`src/mrwpa_pkg.sv`:
```
// shared constants for the reach, wavelength and page advertising bank
package mrwpa_pkg;

  // ----------------------------------------------------------------
  // byte offsets in the management page
  // ----------------------------------------------------------------
  localparam logic [7:0] OFF_SINGLEMODE_REACH = 8'h84;
  localparam logic [7:0] OFF_WIDEBAND_MM_REACH = 8'h85;
  localparam logic [7:0] OFF_HIGH_BW_MM_REACH = 8'h86;
  localparam logic [7:0] OFF_EXT_BW_MM_REACH = 8'h87;
  localparam logic [7:0] OFF_LEGACY_MM_REACH = 8'h88;
  localparam logic [7:0] OFF_REACH_RESERVED = 8'h89;
  localparam logic [7:0] OFF_NOMINAL_LAMBDA_HI = 8'h8a;
  localparam logic [7:0] OFF_NOMINAL_LAMBDA_LO = 8'h8b;
  localparam logic [7:0] OFF_LAMBDA_TOL_HI = 8'h8c;
  localparam logic [7:0] OFF_LAMBDA_TOL_LO = 8'h8d;
  localparam logic [7:0] OFF_OPTIONAL_PAGE_SUPPORT = 8'h8e;

  // first byte of the block and how many bytes it spans
  localparam logic [7:0] ADV_BASE = OFF_SINGLEMODE_REACH;
  localparam int ADV_BYTES = 11;

  // ----------------------------------------------------------------
  // field layout
  // ----------------------------------------------------------------
  localparam int SCALE_MSB = 7;
  localparam int SCALE_LSB = 6;
  localparam int BASE_KM_MSB = 5;
  localparam int PG_NETPATH_BIT = 7;
  localparam int PG_VENDOR_DIAG_BIT = 6;
  localparam int PG_DIAG_BIT = 5;
  localparam int PG_RESERVED_BIT = 4;
  localparam int PG_FORMFACTOR_BIT = 3;
  localparam int PG_USER_BIT = 2;

  // scale factor codes of the single-mode reach byte
  localparam logic [1:0] SCALE_TENTH = 2'h0;
  localparam logic [1:0] SCALE_ONE = 2'h1;
  localparam logic [1:0] SCALE_TEN = 2'h2;
  localparam logic [1:0] SCALE_RSVD = 2'h3;

  // lane bank codes
  localparam logic [1:0] BANKS_8_LANES = 2'h0;
  localparam logic [1:0] BANKS_16_LANES = 2'h1;
  localparam logic [1:0] BANKS_32_LANES = 2'h2;
  localparam logic [1:0] BANKS_RSVD = 2'h3;

  // multimode class index in the support vector
  localparam int MM_WIDEBAND = 0;
  localparam int MM_HIGH_BW = 1;
  localparam int MM_EXT_BW = 2;
  localparam int MM_LEGACY = 3;

  // reset values
  localparam logic [7:0] BYTE_RESET = 8'h00;
  localparam logic [7:0] RESERVED_VALUE = 8'h00;

  // image state
  typedef enum logic [1:0] {
    ST_EMPTY = 2'b01,
    ST_VALID = 2'b10
  } mrwpa_state_t;

endpackage

```
`src/mrwpa_byte_sum.sv`:
```
// registered byte adder giving this block's share of the page checksum
`timescale 1ns/100ps
module mrwpa_byte_sum #(
  parameter int NBYTES = 11
) (
  input wire logic clock,
  input wire logic sys_rst,
  input wire logic [NBYTES*8-1:0] bytes_in,
  output logic [7:0] sum_q
);

  logic [7:0] sum_d;

  // ----------------------------------------------------------------
  // elaboration check
  // ----------------------------------------------------------------
  if (NBYTES < 1)
  begin : g_bad
    $error("mrwpa_byte_sum needs at least one byte");
  end

  // ----------------------------------------------------------------
  // modulo-256 sum
  // ----------------------------------------------------------------
  // low eight bits only, so carries are simply dropped
  always_comb
  begin
    sum_d = 8'h00;
    for (int i = 0; i < NBYTES; i++)
    begin
      sum_d = sum_d + bytes_in[i*8 +: 8];
    end
  end

  // register the sum to keep the adder chain off the read path
  always_ff @(posedge clock)
  begin
    if (sys_rst)
    begin
      sum_q <= 8'h00;
    end
    else
    begin
      sum_q <= sum_d;
    end
  end

endmodule

```
`src/mrwpa_adv_bank.sv`:
```
// reach, wavelength and optional page advertising bytes of the module page
`timescale 1ns/100ps

module mrwpa_adv_bank
  import mrwpa_pkg::*;
(
  input wire logic clock,
  input wire logic sys_rst,
  input wire logic cfg_update,
  input wire logic is_aoc,
  input wire logic smf_supported,
  input wire logic [3:0] mm_supported,
  input wire logic [1:0] singlemode_reach_scale,
  input wire logic [5:0] singlemode_reach_base_km,
  input wire logic [7:0] wideband_mm_reach_2m,
  input wire logic [7:0] high_bw_mm_reach_2m,
  input wire logic [7:0] ext_bw_mm_reach_2m,
  input wire logic [7:0] legacy_mm_reach_1m,
  input wire logic single_lambda,
  input wire logic lambda_programmable,
  input wire logic use_actual_lambda,
  input wire logic multi_lambda_report,
  input wire logic [15:0] std_nominal_tx_lambda,
  input wire logic [15:0] std_tx_lambda_tolerance,
  input wire logic [15:0] act_nominal_tx_lambda,
  input wire logic [15:0] act_tx_lambda_tolerance,
  input wire logic netpath_pages_present,
  input wire logic vendor_diag_pages_present,
  input wire logic diag_pages_present,
  input wire logic formfactor_page_present,
  input wire logic user_page_present,
  input wire logic [1:0] lane_bank_count_code,
  input wire logic mem_rd,
  input wire logic mem_wr,
  input wire logic [7:0] mem_addr,
  input wire logic [7:0] mem_wdata,
  output logic [7:0] rd_data_q,
  output logic rd_valid_q,
  output logic rd_hit_q,
  output logic image_valid,
  output logic [7:0] csum_part_q
);

  mrwpa_state_t state_q, state_d;
  logic [ADV_BYTES*8-1:0] img_q, img_d;
  logic load;
  logic [7:0] rd_data_d;
  logic rd_valid_d, rd_hit_d;
  logic [7:0] smf_byte, pages_byte;
  logic [15:0] lambda_val, tol_val;
  logic [3:0] mm_ok;

  // ----------------------------------------------------------------
  // helpers
  // ----------------------------------------------------------------
  // true when the address falls inside this block
  function automatic logic in_block(input logic [7:0] a);
    in_block = (a >= ADV_BASE) && (a < ADV_BASE + 8'(ADV_BYTES));
  endfunction

  // one byte of the image by page address; outside the block reads zero
  function automatic logic [7:0] byte_at(input logic [7:0] a,
                                         input logic [ADV_BYTES*8-1:0] img);
    logic [7:0] idx;
    idx = a - ADV_BASE;
    byte_at = in_block(a) ? img[idx*8 +: 8] : RESERVED_VALUE;
  endfunction

  // ----------------------------------------------------------------
  // image state machine
  // ----------------------------------------------------------------
  // the image is built once after reset and again only on cfg_update
  always_comb
  begin
    state_d = state_q;
    unique case (state_q)
      ST_EMPTY: state_d = ST_VALID;
      ST_VALID: state_d = ST_VALID;
      default: state_d = ST_EMPTY;
    endcase
  end

  always_ff @(posedge clock)
  begin
    if (sys_rst)
    begin
      state_q <= ST_EMPTY;
    end
    else
    begin
      state_q <= state_d;
    end
  end

  assign load = (state_q == ST_EMPTY) || cfg_update;
  assign image_valid = (state_q == ST_VALID);

  // ----------------------------------------------------------------
  // field encoding
  // ----------------------------------------------------------------
  // a cable with no separable media reports no reach at all
  assign mm_ok = is_aoc ? 4'h0 : mm_supported;

  // reserved scale code would mislead the host, so report not supported
  assign smf_byte = (smf_supported && !is_aoc && singlemode_reach_scale != SCALE_RSVD)
                  ? {singlemode_reach_scale, singlemode_reach_base_km}
                  : 8'h00;

  // programmable single-wavelength lasers always show live values; fixed ones may tighten
  always_comb
  begin
    lambda_val = 16'h0000;
    tol_val = 16'h0000;
    if (single_lambda && (lambda_programmable || use_actual_lambda))
    begin
      lambda_val = act_nominal_tx_lambda;
      tol_val = act_tx_lambda_tolerance;
    end
    else if (single_lambda)
    begin
      lambda_val = std_nominal_tx_lambda;
      tol_val = std_tx_lambda_tolerance;
    end
    else if (multi_lambda_report)
    begin
      lambda_val = act_nominal_tx_lambda;
      tol_val = act_tx_lambda_tolerance;
    end
  end

  // reserved bank code falls back to the single bank the host always knows
  always_comb
  begin
    pages_byte = 8'h00;
    pages_byte[PG_NETPATH_BIT] = netpath_pages_present;
    pages_byte[PG_VENDOR_DIAG_BIT] = vendor_diag_pages_present;
    pages_byte[PG_DIAG_BIT] = diag_pages_present;
    pages_byte[PG_RESERVED_BIT] = 1'b0;
    pages_byte[PG_FORMFACTOR_BIT] = formfactor_page_present;
    pages_byte[PG_USER_BIT] = user_page_present;
    pages_byte[1:0] = (lane_bank_count_code == BANKS_RSVD)
                    ? BANKS_8_LANES : lane_bank_count_code;
  end

  // ----------------------------------------------------------------
  // advertising image
  // ----------------------------------------------------------------
  // byte 0 sits at the lowest address; writes never reach this path
  always_comb
  begin
    img_d = img_q;
    if (load)
    begin
      img_d = {pages_byte,
               tol_val[7:0], tol_val[15:8],
               lambda_val[7:0], lambda_val[15:8],
               RESERVED_VALUE,
               mm_ok[MM_LEGACY] ? legacy_mm_reach_1m : 8'h00,
               mm_ok[MM_EXT_BW] ? ext_bw_mm_reach_2m : 8'h00,
               mm_ok[MM_HIGH_BW] ? high_bw_mm_reach_2m : 8'h00,
               mm_ok[MM_WIDEBAND] ? wideband_mm_reach_2m : 8'h00,
               smf_byte};
    end
  end

  always_ff @(posedge clock)
  begin
    if (sys_rst)
    begin
      img_q <= {ADV_BYTES{BYTE_RESET}};
    end
    else
    begin
      img_q <= img_d;
    end
  end

  // ----------------------------------------------------------------
  // management read port
  // ----------------------------------------------------------------
  // one-cycle read latency; writes are accepted silently and dropped
  always_comb
  begin
    rd_valid_d = mem_rd;
    rd_hit_d = mem_rd && in_block(mem_addr);
    rd_data_d = mem_rd ? byte_at(mem_addr, img_q) : 8'h00;
  end

  always_ff @(posedge clock)
  begin
    if (sys_rst)
    begin
      rd_valid_q <= 1'b0;
      rd_hit_q <= 1'b0;
      rd_data_q <= 8'h00;
    end
    else
    begin
      rd_valid_q <= rd_valid_d;
      rd_hit_q <= rd_hit_d;
      rd_data_q <= rd_data_d;
    end
  end

  // ----------------------------------------------------------------
  // checksum share
  // ----------------------------------------------------------------
  // the page checksum owner adds this to the other bytes it covers
  mrwpa_byte_sum #(
    .NBYTES(ADV_BYTES)
  ) u_sum (
    .clock(clock),
    .sys_rst(sys_rst),
    .bytes_in(img_q),
    .sum_q(csum_part_q)
  );

  // ----------------------------------------------------------------
  // assertions
  // ----------------------------------------------------------------
  logic [7:0] img_sum;
  always_comb
  begin
    img_sum = 8'h00;
    for (int i = 0; i < ADV_BYTES; i++)
    begin
      img_sum = img_sum + img_q[i*8 +: 8];
    end
  end
endmodule

```
`config.mk`:
```
export PLATFORM = sky130hd
export DESIGN_NAME = mrwpa_adv_bank
export DESIGN_NICKNAME = d
export VERILOG_FILES = /design/src/mrwpa_pkg.sv /design/src/mrwpa_byte_sum.sv /design/src/mrwpa_adv_bank.sv
export SDC_FILE = /design/constraint.sdc
export NUM_CORES = 1
export LEC_CHECK = 0
export ABC_AREA = 1
export BUFFER_PORTS_ARGS = -buffer_cell sky130_fd_sc_hd__clkbuf_2
export CORE_MARGIN = 3
export CORE_UTILIZATION = 40
export CTS_BUF_LIST = sky130_fd_sc_hd__clkbuf_4 sky130_fd_sc_hd__clkbuf_8
export CTS_CLUSTER_DIAMETER = 50
export CTS_CLUSTER_SIZE = 12
export DETAILED_ROUTE_END_ITERATION = 6
export PLACE_DENSITY_LB_ADDON = 0.3
export SYNTH_ARGS = -nofsm -noshare
export SYNTH_HDL_FRONTEND = slang
export SYNTH_HIERARCHICAL = 1
export SYNTH_SLANG_ARGS = --single-unit
```
`constraint.sdc`:
```
create_clock -name clock -period 13.1 [get_ports clock]
set_input_delay 0.655 -clock clock [delete_from_list [all_inputs] [get_ports clock]]
set_output_delay 0.655 -clock clock [all_outputs]
set_load 0.005 [all_outputs]
```
# Yosys cells after proc, flatten, opt, wreduce, memory -nomap -nowiden
# Cells that the tools add are included.
# totals
ff_bits	99
output_inout_bits	19
elab_cells	49
inputBits	142
# op_classes
order_cmp	2
n_eq_ne	4
n_mux	14
n_reduce_logical	10
shifts	1
addsub	10
bitwise	2
# op_table
operator	count
$mux W16	6
$shiftx A88 B12 Y8	1
$add A8 B8 Y8	9
$mux W8	5
$ge A8 B8 Y1 const B	1
$lt A8 B8 Y1 const B	1
$sub A8 B8 Y8 const B	1
$logic_and A1 B1 Y1	5
$eq A2 B2 Y1 const B	2
$mux W2	2
$mux W4	1
$reduce_or A3 Y1	1
$eq A2 B1 Y1 const B	1
$logic_or A1 B1 Y1	2
$ne A2 B2 Y1 const B	1
$not A1 Y1	2
$reduce_or A2 Y1	1
$logic_not A1 Y1	1

# Logic depth before layout (Yosys ltp)
# logic_depth
ltp_word	9
depth_mapped	24
mapped_depth_nobuf	24

# Modules after synthesis
# Netlist, hierarchy kept.
# modules_own_cells
module	n_inst	cells_per_inst	area_each_um2
mrwpa_adv_bank	1	650	4340.4
mrwpa_byte_sum	1	269	2210.9

# Worst setup path before layout
# Ideal clock, no wire load.
# synth_timing
path_type	reg2reg
start	reg img_q[26]
end	reg u_sum.sum_q[6]
arrival_time_ns	4.235
setup_ns	0.070
slack_ns	8.795
path_stages_with_launch	18
path_cell_list	dfxtp_1 > inv_1 > fa_1 > inv_1 > fa_1 > fa_1 > fa_1 > inv_1 > fa_1 > inv_1 > ha_1 > fa_1 > nand2_1 > inv_1 > or2_2 > a21oi_1 > o21ai_0 > a21oi_1
# synth_via
elab_chain_len	7
# synth_rtl
element	line_no	source
from (decl)	mrwpa_adv_bank.sv:45	logic [ADV_BYTES*8-1:0] img_q, img_d;
from (signal assigned)	mrwpa_adv_bank.sv:170	img_q <= {ADV_BYTES{BYTE_RESET}};
from (signal assigned)	mrwpa_adv_bank.sv:174	img_q <= img_d;
$add A8 B8 Y8 (7 in series)	n/a	
to (signal assigned)	mrwpa_byte_sum.sv:44	sum_q <= sum_d;
to (decl)	mrwpa_byte_sum.sv:9	output logic [7:0] sum_q
# Every way passes these cells.
# A chain may end at the register's enable or synchronous reset.

# Worst setup path after layout
# layout_timing
start	reg img_q[34]
end	reg u_sum.sum_q[6]
# layout_via
elab_chain_len	6
# layout_rtl
element
$add A8 B8 Y8 (6 in series)
# Every way passes these cells.

==> results.py <==
metrics = {
    "power": {
        "netSwitchingFraction_pct": 46.5,
        "seq_power_share_pct": 25.4,
        "power_leakage_nw": 3.75,
        "p_switching_mw": 0.767,
        "power_density_nw_per_um2": 215,
        "combPwrFrac_pct": 61.3,
        "clock_power_share_pct": 13.3,
        "p_int_mw": 0.882,
        "ir_worst_vdd_mv": 0.211,
    },
    "global_routing": {
        "grt_start_max_net_pins": 76,
        "gr-total-overflow": 0,
        "grt_pass1_wl_um": 28300,
        "grt_pass1_vias": 5672,
        "antenna_found_initial": 0,
        "grt_usage_pct": 20.2,
    },
    "hold_path": {
        "hold_path_startpoint": "mem_addr[4]",
        "worstHoldPathType": "primary input to flop",
        "min_to": "rd_hit_q",
        "whs_path_depth": 2,
    },
    "clock_network": {
        "clock_sinks": 99,
        "htreeDepth": 3,
        "cts_tree": "done",
        "hold_buffers": 0,
        "post_cts_buffers": 0,
        "clock_latency_ns": 0.38,
        "cts-root-buf": "clkbuf_8",
        "cts_buffers": 9,
        "cts_resized": 0,
        "clockBufferDepth": 2,
        "clkTransAtPathRegs_ns": 0.09,
    },
    "worst_setup_path": {
        "crit_buf_inv": 5,
        "r2r_cells": 17,
        "worstPathCellList": "inv_1, fa_1, inv_1, fa_1, fa_1, fa_1, inv_1, fa_1, inv_1, ha_1, fa_1, nand2_1, inv_1, or2_2, a21oi_1, o21ai_0, a21oi_1",
        "crit_type": "flop to flop",
        "r2r_slack_ns": 8.53,
        "rr_endpoint": "u_sum/sum_q[6]",
        "regToRegStartpoint": "img_q[34]",
        "crit_path_max_incr_delay_ns": 0.56,
        "worstPathArrival_ns": 4.88,
        "critical-path-top-delay-family": "adder cells",
        "cp_max_fo": 3,
        "slowest_stage": "fa_1",
        "cpMostUsedCell": "fa_1",
        "crit_required_ns": 13.41,
        "critPathLaunchType": "flop",
        "end_kind": "flop",
    },
    "floorplan": {
        "io_pins": 161,
        "die_h_um": 134,
        "rows": 46,
        "fp.dieArea_um2": 17900,
        "initial_core_util_pct": 41.1,
        "fp.coreArea_um2": 15900,
        "die_x_um": 134,
    },
    "placed_design": {
        "dp_slack_ns": 8.60,
        "placed_area_um2": 7450,
        "io_buffers": 151,
        "dp_hpwl_um": 14200,
        "globalplace.congestion": 0.912,
    },
    "detailed_routing": {
        "vias_per_cell": 4.78,
        "drc": 0,
        "drt_first_iter_violations": 399,
        "wirelength_um": 17800,
        "final_antenna_net_count": 0,
        "num_vias": 6089,
        "first_pass_iters": 5,
        "wl_per_cell_um": 14.0,
    },
    "timing": {
        "worst_slack_ns": 8.53,
        "finalHoldViolCount": 0,
        "finalSetupTns_ns": 0,
        "setup_viol": 0,
        "relSlewSlack_pct": 15.0,
        "post-route-period-util_pct": 34.9,
        "rsz0062_at_grt": "no",
        "fin_crit_ns": 4.57,
        "holdWs_ns": 0.460,
        "final.setup_skew_ns": 0.0123,
        "slew_violations": 0,
        "max_slew.worst_pin.slew_ns": 1.27,
        "max_freq_mhz": 219,
    },
    "synthesis": {
        "synth_top_area_share_pct": 30.3,
        "yosys.area.top_type": "dfxtp_1",
        "avgSynthCellArea_um2": 7.13,
        "syn_area_um2": 6550,
        "yosysSeqAreaShare_pct": 30.3,
        "synth.distinct_cells": 31,
        "yosys-top-cells-area": "dfxtp_1 (30%), fa_1 (17%), nand2_1 (15%)",
        "yosysWarnings": 6,
        "ys_ff_latch": 99,
        "syn_inst": 919,
    },
    "job": {
        "maxCapViolCount": 0,
    },
    "cells_and_area": {
        "drive_gt1_share_pct": 17.8,
        "fin_nets": 1266,
        "fillCellCount": 1638,
        "utilization_pct": 48.2,
        "fin_area_um2": 7680,
        "area.growth.synth_to_final_pct": 17.2,
        "n_antenna_cell": 0,
    },
    "outcome": {
        "status": "finished, final reports clean",
    },
}
power groups by stage:
stage / clock, mW / combinational (mW) / sequential [mW]
floorplan: 0 / 0.771 / 0.402
global placement: 0 / 0.998 / 0.423
detailed placement: 0 / 1.00 / 0.425
CTS: 0.226 / 1.02 / 0.418
global route: 0.237 / 1.19 / 0.426
finish: 0.219 / 1.01 / 0.419
cells in the final DEF (no fill, tap or decap), types with 32 or more instances in the layout:
master / n
fa_1: 57
dfxtp_1: 99
a21oi_1: 55
nor2_1: 38
clkbuf_2: 151
inv_1: 153
nand2_1: 267
a31oi_1: 32
o21ai_0: 53
nand3_1: 73
cells by family (layout without fill, tap and decap cells):
family	count (synthesis)	in the layout	synth area share, %
buffers and inverters	202	330	12.0
and+or+nand+nor	392	392	24.5
DFF	99	99	30.3
adders and majority gates	72	72	20.3
xor gates and xnor gates	3	3	0.401
other	1	11	0.0572
AOI/OAI and AO/OA	150	150	12.5
layout make-up:
| cell class | count | area, um2 | share of cell area (%) |
|---|---|---|---|
| multi-input cells | 628 | 3820 | 49.7 |
| flip-flops and latches | 99 | 1980 | 25.8 |
| repair buffers | 155 | 786 | 10.2 |
| inverters | 159 | 597 | 7.77 |
| well taps | 216 | 270 | 3.52 |
| clock buffers | 11 | 139 | 1.81 |
| clock inverters | 5 | 86.3 | 1.12 |
through the flow:
| stage | total power, mW | std cells |
|---|---|---|
| 2_1_floorplan | 1.17 | 929 |
| 3_3_place_gp | 1.42 | 1257 |
| 3_5_place_dp | 1.43 | 1257 |
| 4_1_cts | 1.66 | 1273 |
| 5_1_grt | 1.86 | 1273 |
| 6_report | 1.65 | 1273 |
flip-flops by register name, indices dropped and copies added, names as in the netlist:
name,count
rd_hit_q,1
img_q,79
rd_valid_q,1
rd_data_q,8
u_sum/sum_q,8
state_q,2
layer usage:
metal	wire, um	part of all wire (%)	up-vias	track usage (%)
li1	-	-	3113	-
met2	8040	45	176	31.8
met3	883	5.0	36	3.94
met4	543	3.0	0	7.31
met1	8360	47	2764	27.8
met5	0	0	-	0
synth_stat cells (all sizes together):
master	count
inv	159
dfxtp	99
a21oi	56
xnor2	1
nor3	1
a31oi	32
nand3	74
fa	57
ha	15
a211oi	1
conb	1
xor2	2
nand2	269
clkbuf	22
o21bai	1
or2	1
nor2	44
o21ai	54
nand4	3
o211a	1
buf	21
o211ai	5
how the worst max path moves through the flow:
stage	start	endpoint	slack, ns	cells after the start
2_1_floorplan	img_q[26]	u_sum/sum_q[6]	8.80	17
3_3_place_gp	img_q[34]	u_sum/sum_q[6]	8.64	17
3_5_place_dp	img_q[49]	u_sum/sum_q[6]	8.60	17
4_1_cts	img_q[34]	u_sum/sum_q[6]	8.56	17
5_1_grt	img_q[34]	u_sum/sum_q[6]	8.33	17
6_report	img_q[34]	u_sum/sum_q[6]	8.53	17
Power figures use the tool's default switching activity.
